$ cat src/token_net_pkg.sv
// Function
// [RULE1] Host writes zero to undefined bits
// [RULE2] Mask bit sits at its flag's position
// [RULE3] Interrupt is OR of masked flags
// [RULE4] Masking hides, unmasking restores pending interrupt
// [RULE5] Each interrupt cleared by its own action
// [RULE6] Hardware reset zeroes the interrupt mask
// [RULE7] Data port moves bytes at pointer
// [RULE8] Low pointer write fetches one read byte
// [RULE9] High byte first; low byte applies address
// [RULE10] Probe match sets diagnostic flag
// [RULE11] Zero node identity keeps core asleep
// [RULE12] Nonzero identity wakes; transmit needs enable
// [RULE13] Successor update raises new-next flag
// [RULE14] Status takes default on any reset
// [RULE15] Diagnostic read clears all but two
// [RULE16] Excessive NAK clears by command, reset
// [RULE17] Command write starts the encoded command
// [RULE18] Configuration reset only by hardware
// [RULE19] Sub-select bits shared with configuration
// [RULE20] Third select bit; configuration write clears
// [RULE21] First setup cleared by hardware only
// [RULE22] Shared-address registers reached by sub-select
// [RULE23] Timeout bits select recon timer period
// [RULE24] Sub-select value map
package token_net_pkg;
   localparam logic [2:0] IDX_STATUS   = 3'h0;
   localparam logic [2:0] IDX_DIAG     = 3'h1;
   localparam logic [2:0] IDX_PTR_HIGH = 3'h2;
   localparam logic [2:0] IDX_PTR_LOW  = 3'h3;
   localparam logic [2:0] IDX_DATA     = 3'h4;
   localparam logic [2:0] IDX_SUBADDR  = 3'h5;
   localparam logic [2:0] IDX_CONFIG   = 3'h6;
   localparam logic [2:0] IDX_SHARED   = 3'h7;
   localparam logic [2:0] SUB_PROBE     = 3'h0;
   localparam logic [2:0] SUB_IDENTITY  = 3'h1;
   localparam logic [2:0] SUB_SPEED     = 3'h2;
   localparam logic [2:0] SUB_SUCCESSOR = 3'h3;
   localparam logic [2:0] SUB_SECOND_SETUP_REGISTER    = 3'h4;
   localparam int ST_RI = 7;
   localparam int ST_POR = 4;
   localparam int ST_RECON = 2;
   localparam int ST_TMA = 1;
   localparam int ST_TA = 0;
   localparam int DG_MYRECON = 7;
   localparam int DG_DUPLICATE_IDENTITY_FLAG = 6;
   localparam int DG_RCVACT = 5;
   localparam int DG_TOKEN = 4;
   localparam int DG_EXCESSIVE_NAK_FLAG = 3;
   localparam int DG_PROBE = 2;
   localparam int DG_NEWNEXT = 1;
   localparam int PH_RDDATA = 7;
   localparam int PH_AUTOINC = 6;
   localparam int CF_RESET = 7;
   localparam int CF_CCHEN = 6;
   localparam int CF_TRANSMIT_ENABLE_BIT = 5;
   localparam logic [7:0] DIAG_READ_KEEP = 8'h0a;
   localparam logic [7:0] IMR_RESET      = 8'h00;
   localparam logic [7:0] CONFIG_RESET   = 8'h18;
   localparam logic [7:0] STATUS_RESET   = 8'h91;
   localparam logic [7:0] ZERO_BYTE      = 8'h00;
   localparam logic [2:0] SUB_RESET      = 3'h0;
   localparam logic [1:0] WORD_ALIGNED   = 2'h0;
   localparam logic [10:0] PTR_ONE       = 11'h001;
   localparam int CLK_KHZ = 125000;
   localparam int RECON_MS_SEL0 = 6720;
   localparam int RECON_MS_SEL1 = 1680;
   localparam int RECON_MS_SEL2 = 840;
   localparam int RECON_MS_SEL3 = 420;

   typedef struct packed {
      logic       rx_inhibit_set;
      logic       rx_inhibit_clear;
      logic       tx_avail_set;
      logic       tx_avail_clear;
      logic       tx_acked;
      logic       recon_seen;
      logic       my_recon;
      logic       dup_id;
      logic       rcv_activity;
      logic       token_seen;
      logic       exc_nak;
      logic       probe_match;
      logic       next_node_load;
      logic [7:0] next_node_value;
      logic [7:0] chain_status;
      logic       line_activity;
   } core_event_t;

   typedef struct packed {
      logic [10:0] addr;
      logic [7:0]  wdata;
      logic        we;
      logic        re;
   } ram_req_t;

   typedef struct packed {
      logic       core_asleep;
      logic       transmit_allowed;
      logic       cmd_strobe;
      logic [7:0] cmd_code;
      logic [7:0] probe_id;
      logic [7:0] node_id;
      logic [7:0] setup1;
      logic [7:0] second_setup_register;
      logic [7:2] config_bits;
      logic       recon_expired;
   } core_ctrl_t;
endpackage : token_net_pkg

$ cat src/token_net_host_register_file.sv
// The register addresses and register access over Avalon-MM were decided locally.
module token_net_host_register_file #(
   parameter logic [7:0] CLEAR_FLAGS_CODE = 8'h01,
   parameter logic [7:0] POR_CLEAR_CODE   = 8'h02,
   parameter int unsigned RECON_CYC0 =
      token_net_pkg::RECON_MS_SEL0 * token_net_pkg::CLK_KHZ,
   parameter int unsigned RECON_CYC1 =
      token_net_pkg::RECON_MS_SEL1 * token_net_pkg::CLK_KHZ,
   parameter int unsigned RECON_CYC2 =
      token_net_pkg::RECON_MS_SEL2 * token_net_pkg::CLK_KHZ,
   parameter int unsigned RECON_CYC3 =
      token_net_pkg::RECON_MS_SEL3 * token_net_pkg::CLK_KHZ
) (
   input  wire logic                       clk,
   input  wire logic                       reset,
   input  wire logic [4:0]                 address,
   input  wire logic                       read,
   input  wire logic                       write,
   input  wire logic [31:0]                writedata,
   input  wire logic [3:0]                 byteenable,
   output logic      [31:0]                readdata,
   output logic                            waitrequest,
   input  wire token_net_pkg::core_event_t core_event,
   input  wire logic [7:0]                 ram_rdata,
   output token_net_pkg::ram_req_t         ram_req,
   output token_net_pkg::core_ctrl_t       core_ctrl,
   output logic                            irq
);
   typedef struct packed {
      logic [7:0]  interrupt_enable_mask;
      logic        ri;
      logic        por;
      logic        recon;
      logic        tma;
      logic        ta;
      logic [7:0]  diag;
      logic [7:0]  ptr_stage;
      logic [10:0] ptr;
      logic [7:0]  data;
      logic [2:0]  subad;
      logic [7:2]  cfg;
      logic [7:0]  succ;
      logic        ack;
      logic        wait_n;
      logic [7:0]  rdata;
      logic        fetch1;
      logic        fetch2;
      logic [29:0] recon_cnt;
      logic        irq;
      token_net_pkg::ram_req_t   ram;
      token_net_pkg::core_ctrl_t ctrl;
   } state_t;

   state_t s;
   state_t next_s;
   logic [2:0]  idx;
   logic        mapped;
   logic        rd_fire;
   logic        wr_fire;
   logic        sw_rst;
   logic [7:0]  status_byte;
   logic [7:0]  rd_byte;
   logic [29:0] recon_limit;

   function automatic logic [7:0] irq_src(input state_t x);
      irq_src = 8'h00;
      irq_src[token_net_pkg::ST_RI]      = x.ri;
      irq_src[token_net_pkg::DG_EXCESSIVE_NAK_FLAG]  = x.diag[token_net_pkg::DG_EXCESSIVE_NAK_FLAG];
      irq_src[token_net_pkg::ST_RECON]   = x.recon;
      irq_src[token_net_pkg::DG_NEWNEXT] = x.diag[token_net_pkg::DG_NEWNEXT];
      irq_src[token_net_pkg::ST_TA]      = x.ta;
   endfunction : irq_src

   assign idx     = address[4:2];
   assign mapped  = address[1:0] == token_net_pkg::WORD_ALIGNED;
   assign rd_fire = read && s.ack;
   assign wr_fire = write && s.ack && mapped && byteenable[0];
   assign sw_rst  = s.cfg[token_net_pkg::CF_RESET];

   always_comb begin
      status_byte = 8'h00;
      status_byte[token_net_pkg::ST_RI]    = s.ri;
      status_byte[token_net_pkg::ST_POR]   = s.por;
      status_byte[token_net_pkg::ST_RECON] = s.recon;
      status_byte[token_net_pkg::ST_TMA]   = s.tma;
      status_byte[token_net_pkg::ST_TA]    = s.ta;
   end

   always_comb begin
      case (s.ctrl.second_setup_register[1:0])   // RULE23
         2'h0: recon_limit = 30'(RECON_CYC0);
         2'h1: recon_limit = 30'(RECON_CYC1);
         2'h2: recon_limit = 30'(RECON_CYC2);
         default: recon_limit = 30'(RECON_CYC3);
      endcase
   end

   always_comb begin
      rd_byte = token_net_pkg::ZERO_BYTE;
      if (mapped) begin
         case (idx)
            token_net_pkg::IDX_STATUS:
               rd_byte = s.ctrl.config_bits[token_net_pkg::CF_CCHEN] ?
                         core_event.chain_status : status_byte;   // RULE14
            token_net_pkg::IDX_DIAG:     rd_byte = s.diag;
            token_net_pkg::IDX_PTR_HIGH: rd_byte = {s.ptr_stage[7:6], 3'h0,
                                                    s.ptr[10:8]};
            token_net_pkg::IDX_PTR_LOW:  rd_byte = s.ptr[7:0];
            token_net_pkg::IDX_DATA:     rd_byte = s.data;   // RULE7
            token_net_pkg::IDX_SUBADDR:  rd_byte = {5'h00, s.subad};
            token_net_pkg::IDX_CONFIG:   rd_byte = {s.cfg, s.subad[1:0]};
            token_net_pkg::IDX_SHARED: begin
               case (s.subad)   // RULE22 RULE24
                  token_net_pkg::SUB_PROBE:     rd_byte = s.ctrl.probe_id;
                  token_net_pkg::SUB_IDENTITY:  rd_byte = s.ctrl.node_id;
                  token_net_pkg::SUB_SPEED:     rd_byte = s.ctrl.setup1;
                  token_net_pkg::SUB_SUCCESSOR: rd_byte = s.succ;
                  token_net_pkg::SUB_SECOND_SETUP_REGISTER:    rd_byte = s.ctrl.second_setup_register;
                  default:                      rd_byte = 8'h00;
               endcase
            end
            default: rd_byte = token_net_pkg::ZERO_BYTE;
         endcase
      end
   end

   always_comb begin
      next_s = s;
      next_s.ram.we = 1'b0;
      next_s.ram.re = 1'b0;
      next_s.ctrl.cmd_strobe = 1'b0;
      next_s.ctrl.recon_expired = 1'b0;
      next_s.fetch2 = s.fetch1;
      next_s.fetch1 = 1'b0;
      next_s.tma = core_event.tx_acked;
      if (s.fetch2) begin
         next_s.data = ram_rdata;   // RULE8
      end
      // Data-port reads stall while a fetch is still in flight
      next_s.ack = (read || write) && !s.ack &&
                   !(read && mapped && idx == token_net_pkg::IDX_DATA &&
                     (s.fetch1 || s.fetch2));
      next_s.wait_n = !next_s.ack;
      if (next_s.ack) begin
         next_s.rdata = rd_byte;
      end
      if (rd_fire && mapped) begin
         case (idx)
            token_net_pkg::IDX_DIAG:
               next_s.diag = s.diag & token_net_pkg::DIAG_READ_KEEP; // RULE15
            token_net_pkg::IDX_DATA: begin
               if (s.ptr_stage[token_net_pkg::PH_AUTOINC]) begin
                  next_s.ptr = s.ptr + token_net_pkg::PTR_ONE;
                  next_s.ram.addr = next_s.ptr;
                  next_s.ram.re = 1'b1;
                  next_s.fetch1 = 1'b1;
               end
            end
            token_net_pkg::IDX_SHARED: begin
               if (s.subad == token_net_pkg::SUB_SUCCESSOR) begin
                  next_s.diag[token_net_pkg::DG_NEWNEXT] = 1'b0;   // RULE5
               end
            end
            default: next_s.rdata = s.rdata;
         endcase
      end
      if (wr_fire) begin
         case (idx)
            token_net_pkg::IDX_STATUS: next_s.interrupt_enable_mask = writedata[7:0];   // RULE2
            token_net_pkg::IDX_DIAG: begin
               next_s.ctrl.cmd_strobe = 1'b1;   // RULE17
               next_s.ctrl.cmd_code = writedata[7:0];
               if (writedata[7:0] == CLEAR_FLAGS_CODE) begin
                  next_s.recon = 1'b0;   // RULE5
                  next_s.por = 1'b0;
               end
               if (writedata[7:0] == POR_CLEAR_CODE) begin
                  next_s.diag[token_net_pkg::DG_EXCESSIVE_NAK_FLAG] = 1'b0;   // RULE16
               end
            end
            token_net_pkg::IDX_PTR_HIGH: next_s.ptr_stage = writedata[7:0];
            token_net_pkg::IDX_PTR_LOW: begin
               next_s.ptr = {s.ptr_stage[2:0], writedata[7:0]};   // RULE9
               if (s.ptr_stage[token_net_pkg::PH_RDDATA]) begin
                  next_s.ram.addr = next_s.ptr;   // RULE8
                  next_s.ram.re = 1'b1;
                  next_s.fetch1 = 1'b1;
               end
            end
            token_net_pkg::IDX_DATA: begin
               next_s.ram.addr = s.ptr;   // RULE7
               next_s.ram.wdata = writedata[7:0];
               next_s.ram.we = 1'b1;
               next_s.data = writedata[7:0];
               if (s.ptr_stage[token_net_pkg::PH_AUTOINC]) begin
                  next_s.ptr = s.ptr + token_net_pkg::PTR_ONE;
               end
            end
            token_net_pkg::IDX_SUBADDR:
               next_s.subad = writedata[2:0];   // RULE19
            token_net_pkg::IDX_CONFIG: begin
               next_s.cfg = writedata[7:2];   // RULE18
               next_s.subad = {1'b0, writedata[1:0]};   // RULE19 RULE20
            end
            token_net_pkg::IDX_SHARED: begin
               case (s.subad)   // RULE22 RULE24
                  token_net_pkg::SUB_PROBE:
                     next_s.ctrl.probe_id = writedata[7:0];
                  token_net_pkg::SUB_IDENTITY: begin
                     next_s.ctrl.node_id = writedata[7:0];
                     if (writedata[7:0] == token_net_pkg::ZERO_BYTE) begin
                        next_s.por = 1'b1;
                     end
                  end
                  token_net_pkg::SUB_SPEED:
                     next_s.ctrl.setup1 = writedata[7:0];   // RULE21
                  token_net_pkg::SUB_SECOND_SETUP_REGISTER:
                     next_s.ctrl.second_setup_register = writedata[7:0];   // RULE23
                  default: next_s.ctrl.cmd_code = s.ctrl.cmd_code;
               endcase
            end
            default: next_s.interrupt_enable_mask = s.interrupt_enable_mask;
         endcase
      end
      // Core events are applied after host clears so a set wins
      if (core_event.rx_inhibit_clear) next_s.ri = 1'b0;
      if (core_event.rx_inhibit_set) next_s.ri = 1'b1;
      if (core_event.tx_avail_clear) next_s.ta = 1'b0;
      if (core_event.tx_avail_set) next_s.ta = 1'b1;
      if (core_event.recon_seen) next_s.recon = 1'b1;
      if (core_event.my_recon) next_s.diag[token_net_pkg::DG_MYRECON] = 1'b1;
      if (core_event.dup_id) next_s.diag[token_net_pkg::DG_DUPLICATE_IDENTITY_FLAG] = 1'b1;
      if (core_event.rcv_activity) next_s.diag[token_net_pkg::DG_RCVACT] = 1'b1;
      if (core_event.token_seen) next_s.diag[token_net_pkg::DG_TOKEN] = 1'b1;
      if (core_event.exc_nak) next_s.diag[token_net_pkg::DG_EXCESSIVE_NAK_FLAG] = 1'b1;
      if (core_event.probe_match) begin
         next_s.diag[token_net_pkg::DG_PROBE] = 1'b1;   // RULE10
      end
      if (core_event.next_node_load) begin
         next_s.succ = core_event.next_node_value;   // RULE13
         next_s.diag[token_net_pkg::DG_NEWNEXT] = 1'b1;
      end
      // Recon timer restarts on line activity or while asleep
      if (s.ctrl.core_asleep || core_event.line_activity) begin
         next_s.recon_cnt = 30'h0;
      end else if (s.recon_cnt >= recon_limit - 30'h1) begin
         next_s.recon_cnt = 30'h0;   // RULE23
         next_s.ctrl.recon_expired = 1'b1;
      end else begin
         next_s.recon_cnt = s.recon_cnt + 30'h1;
      end
      if (sw_rst) begin
         next_s.ri = 1'b1;   // RULE14
         next_s.por = 1'b1;
         next_s.recon = 1'b0;
         next_s.tma = 1'b0;
         next_s.ta = 1'b1;
         next_s.diag = token_net_pkg::ZERO_BYTE;   // RULE16
         next_s.succ = token_net_pkg::ZERO_BYTE;   // RULE13
      end
      next_s.ctrl.config_bits = next_s.cfg;
      next_s.ctrl.core_asleep =
         next_s.ctrl.node_id == token_net_pkg::ZERO_BYTE;   // RULE11
      next_s.ctrl.transmit_allowed = !next_s.ctrl.core_asleep &&
         next_s.cfg[token_net_pkg::CF_TRANSMIT_ENABLE_BIT] &&
         !next_s.cfg[token_net_pkg::CF_RESET];   // RULE12
      next_s.irq = |(next_s.interrupt_enable_mask & irq_src(next_s));   // RULE3 RULE4
   end

   always_ff @(posedge clk) begin
      if (reset) begin
         s <= '0;
         s.interrupt_enable_mask <= token_net_pkg::IMR_RESET;   // RULE6
         s.ri <= 1'b1;
         s.por <= 1'b1;
         s.ta <= 1'b1;
         s.cfg <= token_net_pkg::CONFIG_RESET[7:2];
         s.subad <= {1'b0, token_net_pkg::CONFIG_RESET[1:0]};
         s.wait_n <= 1'b1;
         s.ctrl.config_bits <= token_net_pkg::CONFIG_RESET[7:2];
         s.ctrl.core_asleep <= 1'b1;
      end else begin
         s <= next_s;
      end
   end

   assign readdata    = {24'h000000, s.rdata};
   assign waitrequest = s.wait_n;
   assign ram_req     = s.ram;
   assign core_ctrl   = s.ctrl;
   assign irq         = s.irq;

   AST_IRQ_OR: assert property (@(posedge clk) disable iff (reset) // RULE3
      irq == |(s.interrupt_enable_mask & irq_src(s)))
      else $error("interrupt differs from masked flags");

   AST_IMR_RESET: assert property (@(posedge clk) // RULE6
      reset |=> (s.interrupt_enable_mask == token_net_pkg::IMR_RESET && !irq))
      else $error("mask not cleared by reset");

   AST_UNMASK: assert property (@(posedge clk) disable iff (reset) // RULE4
      (s.ri && $rose(s.interrupt_enable_mask[token_net_pkg::ST_RI])) |-> irq)
      else $error("pending flag not restored on unmask");

   AST_NEWNEXT_CLR: assert property (@(posedge clk) disable iff (reset) // RULE5
      (rd_fire && mapped && idx == token_net_pkg::IDX_SHARED &&
       s.subad == token_net_pkg::SUB_SUCCESSOR &&
       !core_event.next_node_load)
      |=> !s.diag[token_net_pkg::DG_NEWNEXT])
      else $error("successor read did not clear flag");

   AST_FETCH: assert property (@(posedge clk) disable iff (reset) // RULE8
      (wr_fire && idx == token_net_pkg::IDX_PTR_LOW &&
       s.ptr_stage[token_net_pkg::PH_RDDATA])
      |=> ram_req.re ##2 (s.data == $past(ram_rdata)))
      else $error("low pointer write did not fetch");

   AST_PTR_HOLD: assert property (@(posedge clk) disable iff (reset) // RULE9
      (wr_fire && idx == token_net_pkg::IDX_PTR_HIGH) |=> $stable(s.ptr))
      else $error("high byte moved the pointer");

   AST_ASLEEP: assert property (@(posedge clk) disable iff (reset) // RULE11
      (s.ctrl.node_id == token_net_pkg::ZERO_BYTE)
      |-> (core_ctrl.core_asleep && !core_ctrl.transmit_allowed))
      else $error("core awake with zero identity");

   AST_TRANSMIT_ENABLE_BIT: assert property (@(posedge clk) disable iff (reset) // RULE12
      core_ctrl.transmit_allowed
      |-> (s.ctrl.node_id != 8'h00 && s.cfg[token_net_pkg::CF_TRANSMIT_ENABLE_BIT]))
      else $error("transmit allowed without enable");

   AST_DIAG_READ: assert property (@(posedge clk) disable iff (reset) // RULE15
      (rd_fire && mapped && idx == token_net_pkg::IDX_DIAG &&
       !core_event.my_recon && !core_event.dup_id &&
       !core_event.rcv_activity && !core_event.token_seen &&
       !core_event.probe_match)
      |=> ((s.diag & ~token_net_pkg::DIAG_READ_KEEP) == 8'h00))
      else $error("diagnostic read left flags set");

   AST_SHARED_SELECT_BIT2: assert property (@(posedge clk) disable iff (reset) // RULE20
      (wr_fire && idx == token_net_pkg::IDX_CONFIG) |=> !s.subad[2])
      else $error("configuration write kept third select bit");

   AST_SUCC: assert property (@(posedge clk) disable iff (reset) // RULE13
      (core_event.next_node_load && !sw_rst)
      |=> (s.succ == $past(core_event.next_node_value) &&
           s.diag[token_net_pkg::DG_NEWNEXT]))
      else $error("successor update lost");

   AST_SW_RESET: assert property (@(posedge clk) disable iff (reset) // RULE14
      sw_rst |=> (status_byte == token_net_pkg::STATUS_RESET &&
                  s.succ == 8'h00))
      else $error("software reset defaults wrong");

   AST_CMD: assert property (@(posedge clk) disable iff (reset) // RULE17
      (wr_fire && idx == token_net_pkg::IDX_DIAG)
      |=> (core_ctrl.cmd_strobe &&
           core_ctrl.cmd_code == $past(writedata[7:0])))
      else $error("command write not issued");

   AST_RAM_WRITE: assert property (@(posedge clk) disable iff (reset) // RULE7
      (wr_fire && idx == token_net_pkg::IDX_DATA)
      |=> (ram_req.we && ram_req.addr == $past(s.ptr) &&
           ram_req.wdata == $past(writedata[7:0])))
      else $error("data port write not passed to memory");

   AST_SUBAD: assert property (@(posedge clk) disable iff (reset) // RULE19
      (wr_fire && idx == token_net_pkg::IDX_SUBADDR)
      |=> (s.subad == $past(writedata[2:0])))
      else $error("sub-select write not stored");

   AST_EXCESSIVE_NAK_FLAG_KEEP: assert property (@(posedge clk) disable iff (reset) // RULE16
      (rd_fire && mapped && idx == token_net_pkg::IDX_DIAG &&
       s.diag[token_net_pkg::DG_EXCESSIVE_NAK_FLAG] && !sw_rst)
      |=> s.diag[token_net_pkg::DG_EXCESSIVE_NAK_FLAG])
      else $error("diagnostic read cleared excessive nak");

   AST_PROBE: assert property (@(posedge clk) disable iff (reset) // RULE10
      (core_event.probe_match && !sw_rst)
      |=> s.diag[token_net_pkg::DG_PROBE])
      else $error("probe match flag not set");
endmodule : token_net_host_register_file

$ cat config.mk
export PLATFORM = sky130hd
export DESIGN_NAME = token_net_host_register_file
export DESIGN_NICKNAME = d
export VERILOG_FILES = /design/src/token_net_pkg.sv /design/src/token_net_host_register_file.sv
export SDC_FILE = /design/constraint.sdc
export NUM_CORES = 1
export LEC_CHECK = 0
export BUFFER_PORTS_ARGS = -buffer_cell sky130_fd_sc_hd__buf_2
export CAP_MARGIN = 20
export CORE_AREA = 2 2 187 134
export DETAILED_ROUTE_END_ITERATION = 6
export DIE_AREA = 0 0 189 136
export HOLD_SLACK_MARGIN = 0.03
export SLEW_MARGIN = 0
export SYNTH_ARGS = -nofsm -noshare
export SYNTH_HDL_FRONTEND = slang
export SYNTH_SLANG_ARGS = --single-unit
$ cat constraint.sdc
create_clock -name clk -period 2.9 [get_ports clk]
set_clock_uncertainty 0.1 [all_clocks]
set_input_delay 0.29 -clock clk [delete_from_list [all_inputs] [get_ports clk]]
set_output_delay 0.29 -clock clk [all_outputs]
set_load 0.05 [all_outputs]
==> run metrics, run 1 <==
setup_tns=0 ps; drt first pass iters=5; Final Hold Vio Count=0; post-cts sizing count=0; Ports=188; leading cell types in the layout, fill and taps excluded=dfxtp_1 (165), buf_2 (135), nand2_1 (97), nor2_1 (91), a21oi_1 (81); Port Buffers=136; Starting DRT DRC Count=737; GPL Wtd Cong=0.881; CP Launch Type=flop; vias in the first global route=7,095; part of the Yosys area used for sequential elements=0.352; final instance area=0.0104 mm²; first-pass GRT wire length=43.4 mm; EDFF count, synth=0; largest stage delay on the critical path=340 ps; CTS Sinks=165; kind of critical path=reg -> reg; fin util=0.434; Fillers=2,362; Clock Latency Late Sink=430 ps; Final Setup Violations=0; remaining antenna violation count=0; ys async rst share=0; layout cell share with drive strength beyond 1=0.209; R2R cell count=10; Post-Syn Area per Cell=8.64 µm²; Routed WL=28.5 mm; final layout net count=1,247; Ys Warns=0; final worst-path cycle share=0.897; Die H=around 140 µm; vias per cell=about 5.4; P per Cell Area=471 mW/mm²; Post-Place Cell Area=0.00970 mm²; relative slew slack=0.405; worst-path fanout max=16; leakage=4.19 nW; GRT Overall Usage=0.222; Starting Density=0.390; CP arrival=~2800 ps; Cell variety after synth=75; clk root buf=clkbuf_16; Critical Path Sink Type=flop; Peak VDD IR=0.398 mV; Hold Path Class=in -> reg; top_reg_cell synth=dfxtp_1; DP HPWL=20.8 mm; std cell rows=48; grt total ovfl=0; residual DRC count=0; Slew Limit Fails=0; cell depth of the worst setup path=10; Least-Margin Pin Slew=892 ps; area grow syn2layout=11.3%; Num CTS Buffers=17; fmax=a little under 400 MHz; Final min period=around 2600 ps; Non-Filler Instances=about 1,500; Bufs and invs on worst path=2; Synth Cell Area=0.00938 mm²; RSZ-0062 raised after global routing=false; WL/cell=just under 20 µm; Cells after DPL=1,419; H-tree levels=4; Clock Path Buffers=2; die extent in x=189 µm; CP top delay family=compound AO/OA/AOI/OAI gates; Slowest cell on crit path=dfxtp_1; Data required, critical path=3130 ps; Clk pin slew, worst setup/hold paths=70 ps; DIE AREA=0.0257 mm²; initial antenna violation count=0; commonest non-fill, non-tap cell in the layout=dfxtp_1; DR vias=a little under 8,000; largest net degree at the start of global routing=80; Antenna diodes=0; Critical Path, Cell by Cell=buf_4, ha_1, or2_2, ha_1, a211o_1, o211ai_1, a21oi_1, o211a_1, buf_4, nor4_1; hold path cells=3; CTS tree=built; Post-Syn Instances=1,086; Core ar.=0.0241 mm²; register bit total from synthesis=165; max-cap viol count=0; outcome=finished, final reports clean
==> stage by stage <==
step	power, W	worst slack (ps)	hold WS, ps
6_report	0.00492	298	51.6
4_1_cts	0.00495	288	30.9
3_3_place_gp	0.00270	375	343
5_1_grt	0.00510	72.2	45.6
3_5_place_dp	0.00270	306	348
2_1_floorplan	0.00261	358	294
==> cells in the mapped netlist (3+ instances only) <==
cell type,count,share of area
dfxtp_1,165,0.35
buf_4,104,0.083
nand2_1,97,0.039
nor2_1,91,0.036
a21oi_1,81,0.043
mux2i_1,78,0.083
clkbuf_1,52,0.021
nor4_1,37,0.025
ha_1,35,0.047
xnor2_1,31,0.029
inv_1,30,0.012
nand3_1,23,0.012
nor3_1,20,0.011
mux2_2,16,0.019
nand4_1,15,0.010
buf_2,13,0.0069
a211oi_1,12,0.0096
o21ai_0,12,0.0064
o22ai_1,11,0.0073
a221o_1,10,0.011
a221oi_1,10,0.0093
a2bb2oi_1,10,0.0093
a22oi_1,9,0.0072
xor2_1,8,0.0075
buf_1,7,0.0028
nor2b_1,7,0.0047
and3_1,6,0.0040
nor4_2,6,0.0080
o211ai_1,6,0.0048
nand2b_1,5,0.0033
or3_1,5,0.0033
and2_1,4,0.0027
and4_1,4,0.0037
a22o_1,3,0.0028
a31oi_1,3,0.0020
nand3_2,3,0.0032
nor3_2,3,0.0032
nor4b_1,3,0.0028
o211a_1,3,0.0032
o21a_1,3,0.0024
==> sequential cells by signal, summed over array words and instances (netlist names) <==
register / flops
waitrequest: 1
ram_req: 20
readdata: 8
irq: 1
next_s: 1
core_ctrl: 50
s: 84
==> timing repair <==
item	CTS	global route
buffers inserted	0	0
hold endpoints to repair	16	0
hold buffers	16	0
==> cell families after synthesis <==
logic type,after synthesis,synth area share
compound gates,194,0.140
xor+xnor,39,0.0364
fa+ha+maj,35,0.0467
flops,165,0.352
other cells,2,0.000800
buf+inv,209,0.128
simple gates,348,0.194
mux,94,0.102
==> final timing paths <==
| kind | from | to | slack, ps |
|---|---|---|---|
| max reg2reg | core_ctrl[7]$_SDFFE_PP0P_ | s[76]$_SDFF_PP0_ | 300 |
| min | core_event[24] | s[168]$_SDFF_PP0_ | 50 |
| max | core_ctrl[7]$_SDFFE_PP0P_ | s[76]$_SDFF_PP0_ | 300 |
| min reg2reg | core_ctrl[39]$_SDFFE_PP0P_ | core_ctrl[39]$_SDFFE_PP0P_ | 370 |
==> worst register-to-register path: cells and delay by family (launching register included) <==
| kind | cells | cell delay [ps] |
|---|---|---|
| AOI/OAI and AO/OA | 4 | 690 |
| and+or+nand+nor | 2 | 630 |
| adders and majority gates | 2 | 380 |
| buffers and inverters | 2 | 370 |
| DFF | 1 | 340 |
==> metal layers <==
layer  global-route usage  routed length (µm)  vias to the layer above
met5                    0                   0                        -
li1                     -                   -                     3832
met3               0.0630                2700                       13
met1                0.356               15000                     3743
met2                0.284               10600                      340
met4               0.0430                 193                        0
==> where the power goes <==
part	switching [W]	total, W	internal (W)
logic	0.000267	0.000372	0.000105
registers	0.0000174	0.00230	0.00229
clock network	0.00101	0.00225	0.00123
total	0.00130	0.00492	0.00363
==> area by class of cell <==
class,count,area (µm²),share of cell area
Clock buffer,19,443,0.0424
Tap cell,325,407,0.0389
Multi-Input combinational cell,736,4980,0.477
Clock inverter,13,139,0.0133
Timing Repair Buffer,179,1060,0.101
Inverter,30,113,0.0108
Sequential cell,165,3300,0.316
No activity file was read; power rests on OpenSTA's default activity.
==> run 2, diff against run 1 <==
--- a/config.mk
+++ b/config.mk
@@ -5,11 +5,11 @@
 export SDC_FILE = /design/constraint.sdc
 export NUM_CORES = 1
 export LEC_CHECK = 0
-export BUFFER_PORTS_ARGS = -buffer_cell sky130_fd_sc_hd__buf_2
 export CAP_MARGIN = 20
 export CORE_AREA = 2 2 187 134
 export DETAILED_ROUTE_END_ITERATION = 6
 export DIE_AREA = 0 0 189 136
+export DONT_BUFFER_PORTS = 1
 export HOLD_SLACK_MARGIN = 0.03
 export SLEW_MARGIN = 0
 export SYNTH_ARGS = -nofsm -noshare
==> constraint.sdc (replaced) <==
create_clock -name clk -period 2.8 [get_ports clk]
set_clock_uncertainty 0.1 [all_clocks]
set_input_delay 0.28 -clock clk [delete_from_list [all_inputs] [get_ports clk]]
set_output_delay 0.28 -clock clk [all_outputs]
set_load 0.05 [all_outputs]
==> run 2 against run 1 <==
Cell count fell by 6.3%. Flip-flop and latch count is the same. Global-route usage up 0.95 points. Non-clock buffer count down 94. Via count shrank 2.8%. Sequential share of layout area is 0.83 points higher. Core utilization fell by 1.1 points. Register-to-register slack got worse by 90 ps. First-iteration DRC count grew 25%.
==> run metrics, run 2 (synthesized netlist as in run 1, its figures left out) <==
Die H=136 µm (unchanged); Ports=188 (unchanged); commonest non-fill, non-tap cell in the layout=dfxtp_1; leakage=3.73 nW (-11%); footprint of the multi-input gates=0.00499 mm² (+0.25%); clock share of power=0.464 (+0.007); Starting DRT DRC Count=920 (+25%); CP Launch Type=flop; Critical Path, Cell by Cell=inv_1, ha_1, inv_1, ha_1, nand4_1, nor4_1, o211a_1, buf_4, nor4_1; Critical Path Sink Type=flop; P per Cell Area=501 mW/mm² (+6.4%); Port Buffers=0 (-100%); Fillers=2,346 (-0.68%); grt total ovfl=0 (unchanged); Final Hold Vio Count=0 (unchanged); std cell rows=48 (unchanged); initial antenna violation count=4 (+4); GPL Wtd Cong=0.877 (-0.50%); Slowest cell on crit path=nor4_1; DR vias=7,705 (-2.8%); DP HPWL=20.5 mm (-1.6%); RSZ-0062 raised after global routing=false; sequential share of power=0.470 (+0.002); CP arrival=2810 ps (-20 ps); register area=0.00330 mm² (unchanged); fmax=385 MHz (+0.20%); Final Setup Violations=0 (unchanged); WL/cell=21.6 µm (+11%); Routed WL=29.8 mm (+4.4%); kind of critical path=reg -> reg; max-cap viol count=0 (unchanged); remaining antenna violation count=0 (unchanged); relative slew slack=0.359 (-0.0467); Data required, critical path=3010 ps (-120 ps); Num CTS Buffers=17 (unchanged); final layout net count=1,153 (-7.5%); Final min period=2600 ps (-5.07 ps); sw frac=0.257 (-0.00638); worst-path fanout max=19 (+3); outcome=finished, final reports clean; CTS tree=built; Slew Limit Fails=0 (unchanged); DIE AREA=0.0257 mm² (unchanged); area grow syn2layout=8.47%; Psw=0.00131 W (+1.1%); vias in the first global route=6,841 (-3.6%); Least-Margin Pin Slew=959 ps (+66.9 ps); first-pass GRT wire length=44.3 mm (+2.2%); largest net degree at the start of global routing=94 (+18%); largest stage delay on the critical path=420 ps (+80 ps); H-tree levels=4 (unchanged); Comb pwr share=0.066 (-0.010); drt first pass iters=5 (unchanged); Clock Latency Late Sink=440 ps (about the same); Clk pin slew, worst setup/hold paths=70 ps (about the same); Total Power=0.00510 W (+3.7%); Internal Power=0.00379 W (+4.6%); GRT Overall Usage=0.232 (+0.00950); leading cell types in the layout, fill and taps excluded=dfxtp_1 (165), nand2_1 (97), nor2_1 (91), a21oi_1 (81), mux2i_1 (78); Clock Path Buffers=2 (unchanged); die extent in x=189 µm (unchanged); Peak VDD IR=0.441 mV (+11%); max reg flops=84 (unchanged); setup_tns=0 ps (unchanged); vias per cell=5.60 (+3.7%); CTS Sinks=165 (unchanged); residual DRC count=0 (unchanged); layout cell share with drive strength beyond 1=0.116 (-0.0937); Core ar.=0.0241 mm² (unchanged); Reg with most FFs=s; Starting Density=0.390 (unchanged); Hold Path Class=in -> reg; clk root buf=clkbuf_16; final worst-path cycle share=0.927 (+0.0302)
[run 2: layout make-up]
type                    count  area share
well taps                 325      0.0400
clock buffers              17      0.0418
repair buffers             85      0.0762
flip-flops and latches    165       0.325
multi-input cells         736       0.491
inverters                  30      0.0111
clock inverters            14      0.0150
diodes                      3    0.000738
[run 2: worst paths after layout]
| kind | from | end | slack [ps] | depth (start not counted) |
|---|---|---|---|---|
| max | core_ctrl[7]$_SDFFE_PP0P_ | s[82]$_SDFF_PP0_ | 200 | 9 |
| max reg2reg | core_ctrl[7]$_SDFFE_PP0P_ | s[82]$_SDFF_PP0_ | 200 | 9 |
| min | ram_rdata[0] | s[131]$_SDFF_PP0_ | 60 | 3 |
| min reg2reg | s[162]$_SDFFE_PP0P_ | s[162]$_SDFFE_PP0P_ | 390 | 2 |
[run 2: critical path, delay by kind of cell, from the launching register on]
family	cells	cell delay, ps
adders and majority gates	2	620
AOI/OAI and AO/OA	1	230
buffers and inverters	3	470
and+or+nand+nor	3	640
DFF	1	410
[run 2: timing repair]
item | in CTS | in global routing
endpoints found under the hold margin | 126 | 0
endpoints found under the setup margin | 0 | 2
buffers inserted | 0 | 0
gates resized for setup | 0 | 2
hold buffers | 43 | 0
[run 2: metal layers]
| layer | up-vias | GRT usage | part of all wire |
|---|---|---|---|
| met5 | - | 0 | 0.00037 |
| met4 | 2 | 0.0564 | 0.011 |
| met3 | 26 | 0.106 | 0.14 |
| met2 | 394 | 0.300 | 0.37 |
| met1 | 3635 | 0.339 | 0.48 |
| li1 | 3648 | - | - |
[run 2: power groups by stage]
stage	clock, W	combinational [W]	sequential [W]
global placement	0	0.000211	0.00245
global route	0.00250	0.000356	0.00240
floorplan	0	0.000265	0.00243
CTS	0.00240	0.000329	0.00240
finish	0.00237	0.000336	0.00240
detailed placement	0	0.000210	0.00245
[run 2: stage by stage]
step	hold WS, ps	utilization	std cells	cell area (µm²)	worst slack (ps)
global placement	265	0.379	1298	9130	291
global route	58.3	0.422	1373	10200	6.66
CTS	41.5	0.422	1372	10200	204
floorplan	284	-	1110	9470	258
detailed placement	268	0.379	1298	9130	198
finish	63.9	0.423	1375	10200	203
